$ cat src/epvu_pkg.sv
// constants for the exception priority and vector unit
// assumes a 16-bit address map with vectors in the top 128 bytes
package epvu_pkg;

  // maskable slots: 18 evenly spaced vectors, then two extra sources
  localparam int NUM_SLOTS = 20;
  localparam int NUM_EVEN_SLOTS = 18;
  localparam logic [4:0] SLOT_MODULUS = 5'h12;
  localparam logic [4:0] SLOT_PULSE_ACC2 = 5'h13;
  localparam logic [4:0] SLOT_NONE = 5'h1f;

  // vector table base: all vectors lie at or above this address
  localparam logic [15:0] VEC_TABLE_BASE = 16'hff80;

  // non-maskable vectors
  localparam logic [15:0] VEC_RESET = 16'hfffe;
  localparam logic [15:0] VEC_CLOCK_MON = 16'hfffc;
  localparam logic [15:0] VEC_WATCHDOG = 16'hfffa;
  localparam logic [15:0] VEC_TRAP = 16'hfff8;
  localparam logic [15:0] VEC_SWI = 16'hfff6;
  localparam logic [15:0] VEC_NMI_PIN = 16'hfff4;

  // maskable vectors
  localparam logic [15:0] VEC_MASK_TOP = 16'hfff2;
  localparam logic [15:0] VEC_MASK_STEP = 16'h0002;
  localparam logic [15:0] VEC_MODULUS = 16'hffcc;
  localparam logic [15:0] VEC_PULSE_ACC2 = 16'hffca;

  // second byte of a vector pair sits one address above the first
  localparam logic [15:0] VEC_BYTE_STEP = 16'h0001;

  // reset values
  localparam logic [7:0] PRIO_RESET = 8'hf2;
  localparam logic CCR_I_RESET = 1'b1;
  localparam logic CCR_X_RESET = 1'b1;
  localparam logic [2:0] SYNC_RESET = 3'h7;

  // class of the source that won the last vector fetch
  typedef enum logic [2:0] {
    EPVU_WIN_RESET = 3'b000,
    EPVU_WIN_CLOCK_MON = 3'b001,
    EPVU_WIN_WATCHDOG = 3'b010,
    EPVU_WIN_TRAP = 3'b011,
    EPVU_WIN_SWI = 3'b100,
    EPVU_WIN_NMI_PIN = 3'b101,
    EPVU_WIN_MASKABLE = 3'b110,
    EPVU_WIN_SPURIOUS = 3'b111
  } epvu_win_e;

endpackage : epvu_pkg

$ cat src/epvu_exception_priority.sv
// exception priority arbiter and vector generator
// assumes all requesters except the two pins run on core_clk_in;
// the cpu pulses vec_req_in once interrupt processing has begun
// Operation
// - each source has own vector in top 128 bytes
// - six top slots non-maskable, rest maskable
// - fixed order reset, clock monitor, watchdog, trap, swi, pin
// - nonmaskable pin accepted only while x bit clear
// - maskable requests only while i bit clear
// - i bit resets to one, writable anytime
// - one maskable source promotable to top priority
// - promoted source still obeys i bit, local enable
// - promotion never changes any vector address
// - priority select writes only while i bit set
// - default maskable order is descending vector address
// - non-maskable vector addresses fffe down to fff4
// - serial peripheral vector ffd8, promote value d8
// - pulse accumulator edge vector ffda, promote da
// - second pulse accumulator overflow ffca, promote ca
// - modulus underflow vector ffcc, promote cc
// - high byte fetched from lower vector address
// - no active source at fetch gives trap vector
module epvu_exception_priority (
  input wire logic core_clk_in,
  input wire logic srst_in,
  input wire logic por_req_in,
  input wire logic clock_fail_in,
  input wire logic clock_monitor_enable_in,
  input wire logic forced_clock_monitor_enable_in,
  input wire logic watchdog_reset_in,
  input wire logic trap_req_in,
  input wire logic software_interrupt_instr_in,
  input wire logic nonmaskable_irq_pin_n_in,
  input wire logic ext_irq_pin_n_in,
  input wire logic external_irq_enable_in,
  input wire logic [18:0] periph_req_in,
  input wire logic [18:0] periph_en_in,
  input wire logic ccr_wr_in,
  input wire logic ccr_i_in,
  input wire logic ccr_x_in,
  input wire logic prio_wr_in,
  input wire logic [7:0] prio_data_in,
  input wire logic vec_req_in,
  output logic ccr_i_out,
  output logic ccr_x_out,
  output logic [7:0] priority_select_reg_out,
  output logic irq_pending_out,
  output logic vec_valid_out,
  output logic [15:0] vec_hi_addr_out,
  output logic [15:0] vec_lo_addr_out,
  output logic [2:0] vec_class_out,
  output logic [4:0] vec_slot_out
);

  typedef struct packed {
    logic [2:0] nmi_sync;
    logic [2:0] irq_sync;
    logic nmi_low;
    logic irq_low;
    logic ccr_i;
    logic ccr_x;
    logic [7:0] prio;
    logic pending;
    logic vec_valid;
    logic [15:0] vec_hi;
    logic [15:0] vec_lo;
    logic [2:0] vec_class;
    logic [4:0] vec_slot;
  } epvu_state_s;

  epvu_state_s st_q;
  epvu_state_s st_d;

  // maskable slot map, highest default priority first:
  //   slot 0 external pin, vector fff2
  //   slot 1 real-time tick, fff0
  //   slots 2 to 9 timer channels 0 to 7, ffee down to ffe0
  //   slot 10 timer overflow, ffde
  //   slot 11 pulse accumulator overflow, ffdc
  //   slot 12 pulse accumulator edge, ffda
  //   slot 13 serial peripheral, ffd8
  //   slot 14 serial comm, ffd6
  //   slot 15 spare pair, ffd4; still requestable and promotable
  //   slot 16 analog converter, ffd2
  //   slot 17 serial link controller, ffd0
  //   slot 18 modulus underflow, ffcc
  //   slot 19 second pulse accumulator overflow, ffca
  // the last two break the even spacing, so they are named apart
  // rather than stretching the arithmetic over a gap

  // vector of a maskable slot; fixed by slot, never by priority
  function automatic logic [15:0] epvu_slot_vec(input logic [4:0] slot);
    logic [15:0] v;
    v = epvu_pkg::VEC_MASK_TOP;
    if (slot == epvu_pkg::SLOT_MODULUS) begin
      v = epvu_pkg::VEC_MODULUS;
    end else if (slot == epvu_pkg::SLOT_PULSE_ACC2) begin
      v = epvu_pkg::VEC_PULSE_ACC2;
    end else begin
      v = 16'(epvu_pkg::VEC_MASK_TOP
        - 16'(slot) * epvu_pkg::VEC_MASK_STEP);
    end
    return v;
  endfunction : epvu_slot_vec

  // the low byte of a pair sits one address above the high byte
  function automatic logic [15:0] epvu_pair_lo(input logic [15:0] hi);
    return 16'(hi + epvu_pkg::VEC_BYTE_STEP);
  endfunction : epvu_pair_lo

  // true when the select value names this slot's pair; every vector
  // shares the high byte of the table base, so only the low byte is kept
  function automatic logic epvu_prio_match(input logic [4:0] slot,
      input logic [7:0] sel);
    logic [15:0] v;
    v = epvu_slot_vec(slot);
    return v >= epvu_pkg::VEC_TABLE_BASE
      && v == {epvu_pkg::VEC_TABLE_BASE[15:8], sel};
  endfunction : epvu_prio_match

  // request vectors indexed by slot; bit 0 is the synchronised pin
  logic [19:0] mask_raw;
  logic [19:0] mask_act;
  // promotion search result and the resulting maskable winner
  logic [4:0] promo_slot;
  logic promo_hit;
  logic [4:0] win_slot;
  // gated non-maskable terms that need more than a plain request
  logic clk_mon_act;
  logic nmi_act;
  logic mask_any;
  // winner of the whole chain, captured only on a fetch; any_act feeds pending every cycle
  logic [15:0] sel_vec;
  logic [2:0] sel_class;
  logic [4:0] sel_slot;
  logic any_act;

  always_comb begin
    st_d = st_q;
    // pins: stage 1 feeds only stage 2, so a metastable first stage never
    // reaches the decision; a level counts once stages 2 and 3 agree,
    // which also drops one-cycle glitches. the price is a few cycles of
    // latency between a pin change and the arbiter
    st_d.nmi_sync = {st_q.nmi_sync[1:0], nonmaskable_irq_pin_n_in};
    st_d.irq_sync = {st_q.irq_sync[1:0], ext_irq_pin_n_in};
    if (st_q.nmi_sync[1] == st_q.nmi_sync[2]) begin
      st_d.nmi_low = ~st_q.nmi_sync[2];
    end
    if (st_q.irq_sync[1] == st_q.irq_sync[2]) begin
      st_d.irq_low = ~st_q.irq_sync[2];
    end

    // slot 0 is the external pin; the rest are peripheral flags.
    // the i bit gates the whole set with one term, so a promoted slot
    // passes the very same gate as any other and cannot bypass the mask
    mask_raw = {periph_req_in & periph_en_in,
      st_q.irq_low & external_irq_enable_in};
    mask_act = st_q.ccr_i ? 20'h00000 : mask_raw;

    // find the slot whose vector low byte matches the select value.
    // a value that names no pair finds nothing and leaves the default
    // order alone; the reset value names slot 0, which is already first,
    // so reset and default order agree
    promo_slot = epvu_pkg::SLOT_NONE;
    promo_hit = 1'b0;
    for (int k = 0; k < epvu_pkg::NUM_SLOTS; k++) begin
      if (epvu_prio_match(5'(k), st_q.prio)) begin
        promo_slot = 5'(k);
        promo_hit = 1'b1;
      end
    end

    // default order: lowest slot index is highest priority; the loop
    // runs downwards so the last hit is the lowest active slot, and the
    // promoted slot then overrides it only if it is itself active
    win_slot = epvu_pkg::SLOT_NONE;
    for (int k = epvu_pkg::NUM_SLOTS - 1; k >= 0; k--) begin
      if (mask_act[k]) begin
        win_slot = 5'(k);
      end
    end
    if (promo_hit && mask_act[promo_slot]) begin
      win_slot = promo_slot;
    end
    mask_any = |mask_act;

    clk_mon_act = clock_fail_in
      & (clock_monitor_enable_in | forced_clock_monitor_enable_in);
    nmi_act = st_q.nmi_low & ~st_q.ccr_x;

    // non-maskable chain ahead of any maskable winner. the chain is a
    // plain if ladder on purpose: its order is the priority, and the
    // maskable winner only ever enters at the bottom, so no select value
    // can lift a maskable source above a reset, trap or pin request.
    // only the pin is gated by x; the others are always accepted, except the clock monitor, which needs one of its two enables
    sel_slot = epvu_pkg::SLOT_NONE;
    any_act = 1'b1;
    if (por_req_in) begin
      sel_vec = epvu_pkg::VEC_RESET;
      sel_class = epvu_pkg::EPVU_WIN_RESET;
    end else if (clk_mon_act) begin
      sel_vec = epvu_pkg::VEC_CLOCK_MON;
      sel_class = epvu_pkg::EPVU_WIN_CLOCK_MON;
    end else if (watchdog_reset_in) begin
      sel_vec = epvu_pkg::VEC_WATCHDOG;
      sel_class = epvu_pkg::EPVU_WIN_WATCHDOG;
    end else if (trap_req_in) begin
      sel_vec = epvu_pkg::VEC_TRAP;
      sel_class = epvu_pkg::EPVU_WIN_TRAP;
    end else if (software_interrupt_instr_in) begin
      sel_vec = epvu_pkg::VEC_SWI;
      sel_class = epvu_pkg::EPVU_WIN_SWI;
    end else if (nmi_act) begin
      sel_vec = epvu_pkg::VEC_NMI_PIN;
      sel_class = epvu_pkg::EPVU_WIN_NMI_PIN;
    end else if (mask_any) begin
      sel_vec = epvu_slot_vec(win_slot);
      sel_class = epvu_pkg::EPVU_WIN_MASKABLE;
      sel_slot = win_slot;
    end else begin
      // source vanished after processing began; the cpu still needs an
      // address, and the trap handler is the one place that can cope
      // with a request that withdrew itself
      sel_vec = epvu_pkg::VEC_TRAP;
      sel_class = epvu_pkg::EPVU_WIN_SPURIOUS;
      any_act = 1'b0;
    end

    // pending is only a hint: the decision that counts is taken again
    // at the fetch edge, so a source that drops in between is harmless.
    // address, class and slot hold between fetches so the cpu may read
    // both bytes of the pair at its own pace
    st_d.pending = any_act;
    st_d.vec_valid = vec_req_in;
    if (vec_req_in) begin
      st_d.vec_hi = sel_vec;
      st_d.vec_lo = epvu_pair_lo(sel_vec);
      st_d.vec_class = sel_class;
      st_d.vec_slot = sel_slot;
    end

    // select write uses the mask as it stands before a same-cycle ccr
    // write; a write that clears i and moves the select in one cycle is
    // therefore still accepted, since software had interrupts inhibited
    // when it issued both
    if (prio_wr_in && st_q.ccr_i) begin
      st_d.prio = prio_data_in;
    end
    if (ccr_wr_in) begin
      st_d.ccr_i = ccr_i_in;
      st_d.ccr_x = ccr_x_in;
    end

    // reset last so it overrides every update above; the pin stages
    // start at their idle high level so no false request follows reset
    if (srst_in) begin
      st_d = '0;
      st_d.nmi_sync = epvu_pkg::SYNC_RESET;
      st_d.irq_sync = epvu_pkg::SYNC_RESET;
      st_d.ccr_i = epvu_pkg::CCR_I_RESET;
      st_d.ccr_x = epvu_pkg::CCR_X_RESET;
      st_d.prio = epvu_pkg::PRIO_RESET;
      st_d.vec_hi = epvu_pkg::VEC_RESET;
      st_d.vec_lo = epvu_pair_lo(epvu_pkg::VEC_RESET);
      st_d.vec_slot = epvu_pkg::SLOT_NONE;
    end
  end

  always_ff @(posedge core_clk_in) begin
    st_q <= st_d;
  end

  // every output is a field of the registered state, so nothing
  // combinational reaches a pin and the cpu sees settled values
  assign ccr_i_out = st_q.ccr_i;
  assign ccr_x_out = st_q.ccr_x;
  assign priority_select_reg_out = st_q.prio;
  assign irq_pending_out = st_q.pending;
  assign vec_valid_out = st_q.vec_valid;
  assign vec_hi_addr_out = st_q.vec_hi;
  assign vec_lo_addr_out = st_q.vec_lo;
  assign vec_class_out = st_q.vec_class;
  assign vec_slot_out = st_q.vec_slot;

endmodule : epvu_exception_priority

$ cat config.mk
export PLATFORM = sky130hd
export DESIGN_NAME = epvu_exception_priority
export DESIGN_NICKNAME = d
export VERILOG_FILES = /design/src/epvu_pkg.sv /design/src/epvu_exception_priority.sv
export SDC_FILE = /design/constraint.sdc
export NUM_CORES = 1
export LEC_CHECK = 0
export BUFFER_PORTS_ARGS = -buffer_cell sky130_fd_sc_hd__buf_2
export CORE_MARGIN = 2
export CORE_UTILIZATION = 45
export CTS_BUF_LIST = sky130_fd_sc_hd__clkbuf_8
export DETAILED_ROUTE_END_ITERATION = 8
export HOLD_SLACK_MARGIN = 0.05
export PLACE_DENSITY = 0.87
export SYNTH_ARGS = -nofsm -noshare
export SYNTH_HDL_FRONTEND = slang
export SYNTH_SLANG_ARGS = --single-unit
$ cat constraint.sdc
create_clock -name core_clk_in -period 3 [get_ports core_clk_in]
set_input_delay 0.75 -clock core_clk_in [delete_from_list [all_inputs] [get_ports core_clk_in]]
set_output_delay 0.75 -clock core_clk_in [all_outputs]
set_load 0.01 [all_outputs]
==> parameters.txt <==
Parameter                              Value

Placement
  Number of buffers added on ports ... 94
  Routability Congestion ... between 0.9 and 1
  Dpl ws ... -0.0771 ns
  Placed inst area ... approximately 3000 sq um
  Sum of net half-perimeters after detailed placement ... about 5600 microns
  Post-placement cell count ... 507

Run
  Maximum capacitance violations ... 0

Clock tree
  CTS tree ... done
  Count of H-tree levels built during CTS ... 2
  Resized cells post-CTS ... 0
  Max Buffers Root-to-Sink ... 2
  Sink Count ... 34
  Number of setup buffers added after CTS ... 0
  Clock slew at the register clock pins of the worst setup and hold paths ... around 0.080 ns
  CTS Buf Count ... 5
  Clock latency on the worst-skew pair ... a little under 0.3 ns
  Number of buffers inserted by hold repair at cts ... 0
  Root buffer cell ... clkbuf_8

STA
  Number of hold-slack violations in the final timing report ... 0
  Clk_skew ... between 0.01 and 0.015 ns
  Final setup vio count ... 0
  Accumulated negative setup slack ... 0 ns
  Achievable Freq ... around 340 MHz
  Final period utilization ... 0.967
  Setup repair after global routing missed its margin ... false
  Final-layout worst hold slack ... 0.410 ns
  Post-route worst setup slack ... 0.0977 ns
  Minimum period implied by the final worst setup slack ... just under 3 ns
  Max-slew violations ... 0

Worst hold path
  Min-delay worst type ... reg -> reg

Status
  Result of the run ... finished clean

Setup path
  Critical path type ... reg -> reg
  Arrival time worst endpoint ... roughly 3 ns
  Crit Path Max Fanout ... 4
  Required arrival time at the worst endpoint ... between 3 and 4 ns
  Crit end category ... flop
  Kind of launch point of the worst setup path ... flop

Synthesis
  Synth Area in Compound Gates ... 0.250
  Instance count of the mapped netlist ... 362
  Adder-cell share of the synthesized area ... 0.00467
  Largest family of logic cells by synthesized area ... simple AND/OR/NAND/NOR gates
  Distinct cell type count after synthesis ... 70
  Simple-gate share of the synthesized area ... 0.283
  Number of flops mapped to enable cells by yosys ... 0
  Number of storage elements in the synthesis netlist ... 34
  Portion of netlist area occupied by mux cells ... 0.0308
  YS warnings ... 0
  Mean cell area of the mapped netlist ... roughly 7.4 sq um
  Sequential-to-total area share from yosys stat ... 0.254
  Commonest register cell after synthesis ... dfxtp_1
  Synthesized area ... 2680 sq um
  FFs w/ async S/R, synth ... 0
  Post-Synth XOR/XNOR Area ... 0

Detailed routing
  First-pass iteration count of the detailed router ... 4
  Via count of the routed design ... about 2800
  Routed Antenna Nets ... 0
  Starting DRT DRC Count ... 147
  Routed WL ... ~7100 microns
  Final routed wire length divided by cell count ... 13.8 microns
  Number of remaining DRC errors ... 0
  Vias per Instance ... 5.35

Finish
  Count of placed standard cells in the final layout, fillers left out ... 515
  Count of nets after finishing ... 503
  Area of all placed cells without fillers ... roughly 3200 sq um
  Number of fillers in the final layout ... approximately 580
  Share of post-route cells with drive strength above 1 ... 0.334
  Utilization of the core after routing ... 0.543
  Antenna cell count ... 0
  Layout overhead on the synthesized area ... 18.4%

Power and ir drop
  Worst vdd rail ir drop ... 0.000332 V
  Net Sw Frac ... 0.341
  Total power ... between 1 and 1.5 mW
  Power density cells ... ~390 nW/um^2
  Clock share of power ... 0.270
  Internal ... ~800 uW
  Leak pwr ... approximately 1.4 nW
  P_sw ... 422 uW
  Share of total power in combinational logic ... 0.337
  Proportion of power drawn by flip-flops and latches ... 0.393

Global routing
  Pin count of the biggest net entering global routing ... 22
  Number of antenna violations at the first check in global routing ... 0
  Number of global-route vias before repair ... about 2400
  Total global-route track usage ... 0.208
  Global-route wire length before repair ... 10900 microns
  Residual overflow from global routing ... 0

Floorplanning
  Starting Density ... 0.458
  Die width ... 81.2 microns
  Placeable core area ... between 5000 and 6000 sq um
  Height of the die ... approximately 80 microns
  Number of top-level design ports ... about 120
  Count of standard-cell rows ... 28
  Area enclosed by the die boundary ... 6590 sq um
## power groups by stage
| stage | registers [mW] | clock network, mW | logic, mW |
|---|---|---|---|
| after global routing | 0.488 | 0.360 | 0.458 |
| after CTS | 0.484 | 0.339 | 0.408 |
| after detailed placement | 0.494 | 0 | 0.406 |
| final | 0.486 | 0.334 | 0.417 |
| after global placement | 0.493 | 0 | 0.400 |
| after floorplan | 0.491 | 0 | 0.291 |
## layout by cell type, fill, tap and decap left out, types with 9 or more instances in the layout
cell / netlist / routed
nand2_1: 52 / 52
buf_4: 49 / 25
nor2_1: 26 / 26
nand2b_1: 9 / 9
nand3_1: 19 / 19
buf_2: 3 / 94
dfxtp_1: 34 / 32
a21oi_1: 28 / 28
conb_1: 2 / 20
o21ai_0: 11 / 11
## routing by layer
layer | track usage | vias to the layer above | share of wire | wire [microns]
li1 | - | 1385 | - | -
met1 | 0.266 | 1272 | 0.46 | 3250
met2 | 0.359 | 88 | 0.48 | 3420
met3 | 0.0356 | 8 | 0.048 | 341
met4 | 0.0576 | 0 | 0.011 | 80
met5 | 0 | - | 0 | 0
## logic make-up after synthesis
family / count (synthesis)
other: 2
buffers and inverters: 73
adders and majority gates: 1
AOI/OAI and AO/OA: 92
muxes: 8
DFF: 34
and+or+nand+nor: 152
## layout make-up
class                           count  area [sq um]  area share
Multi-Input combinational cell    273          1630       0.513
Timing Repair Buffer              119           658       0.207
Clock buffer                        5          68.8      0.0217
Tap cell                           75          93.8      0.0296
Clock inverter                      3          21.3     0.00670
Inverter                            6          22.5     0.00709
Sequential cell                    34           683       0.215
## path summary, 6_finish.rpt
path,startpoint,endpoint,slack [ns],depth (start not counted)
worst max register to register,priority_select_reg_out[3],vec_lo_addr_out[1],0.1,9
worst min register to register,st_q[57],st_q[58],0.41,1
worst min-delay path,st_q[57],st_q[58],0.41,1
worst max-delay path,priority_select_reg_out[3],vec_lo_addr_out[1],0.1,9
## critical path, stage by stage (launching register included)
cell,delay [ns]
dfxtp_1,0.41
o211a_4,0.22
o22ai_4,0.09
or3_1,0.40
a2111oi_4,0.36
o311a_2,0.29
o2111ai_2,0.12
a21bo_1,0.23
or4_1,0.52
and3_1,0.16
## flip-flops by register name, summed over array words and instances, names as in the netlist
| signal | count |
|---|---|
| priority_select_reg_out | 8 |
| st_q | 8 |
| vec_lo_addr_out | 6 |
| vec_slot_out | 5 |
| vec_class_out | 3 |
| ccr_i_out | 1 |
| ccr_x_out | 1 |
| irq_pending_out | 1 |
| vec_valid_out | 1 |
## synthesized netlist by cell type, types with 2 or more instances
cell type,count,area (sq um)
nor3_1,7,35.0
buf_2,3,15.0
nand2_1,52,195
a311oi_1,2,17.5
a41oi_1,3,26.3
clkbuf_1,13,48.8
nand4b_1,3,26.3
o22ai_1,5,31.3
mux2_1,2,22.5
a31oi_1,7,43.8
nand3_1,19,95.1
nor2b_1,7,43.8
nand3b_1,5,37.5
or2_2,6,37.5
a21oi_1,28,140
nor2_1,26,97.6
or3_1,4,25.0
dfxtp_1,34,681
inv_1,5,18.8
or2_1,2,12.5
nor4_1,2,12.5
a22oi_1,3,22.5
o211ai_1,3,22.5
mux2i_1,6,60.1
nand2b_1,9,56.3
a32oi_1,2,17.5
o21ai_0,11,55.1
conb_1,2,7.51
buf_4,49,368
a21o_1,2,15.0
Note: power is estimated with default switching activity, not from simulation.
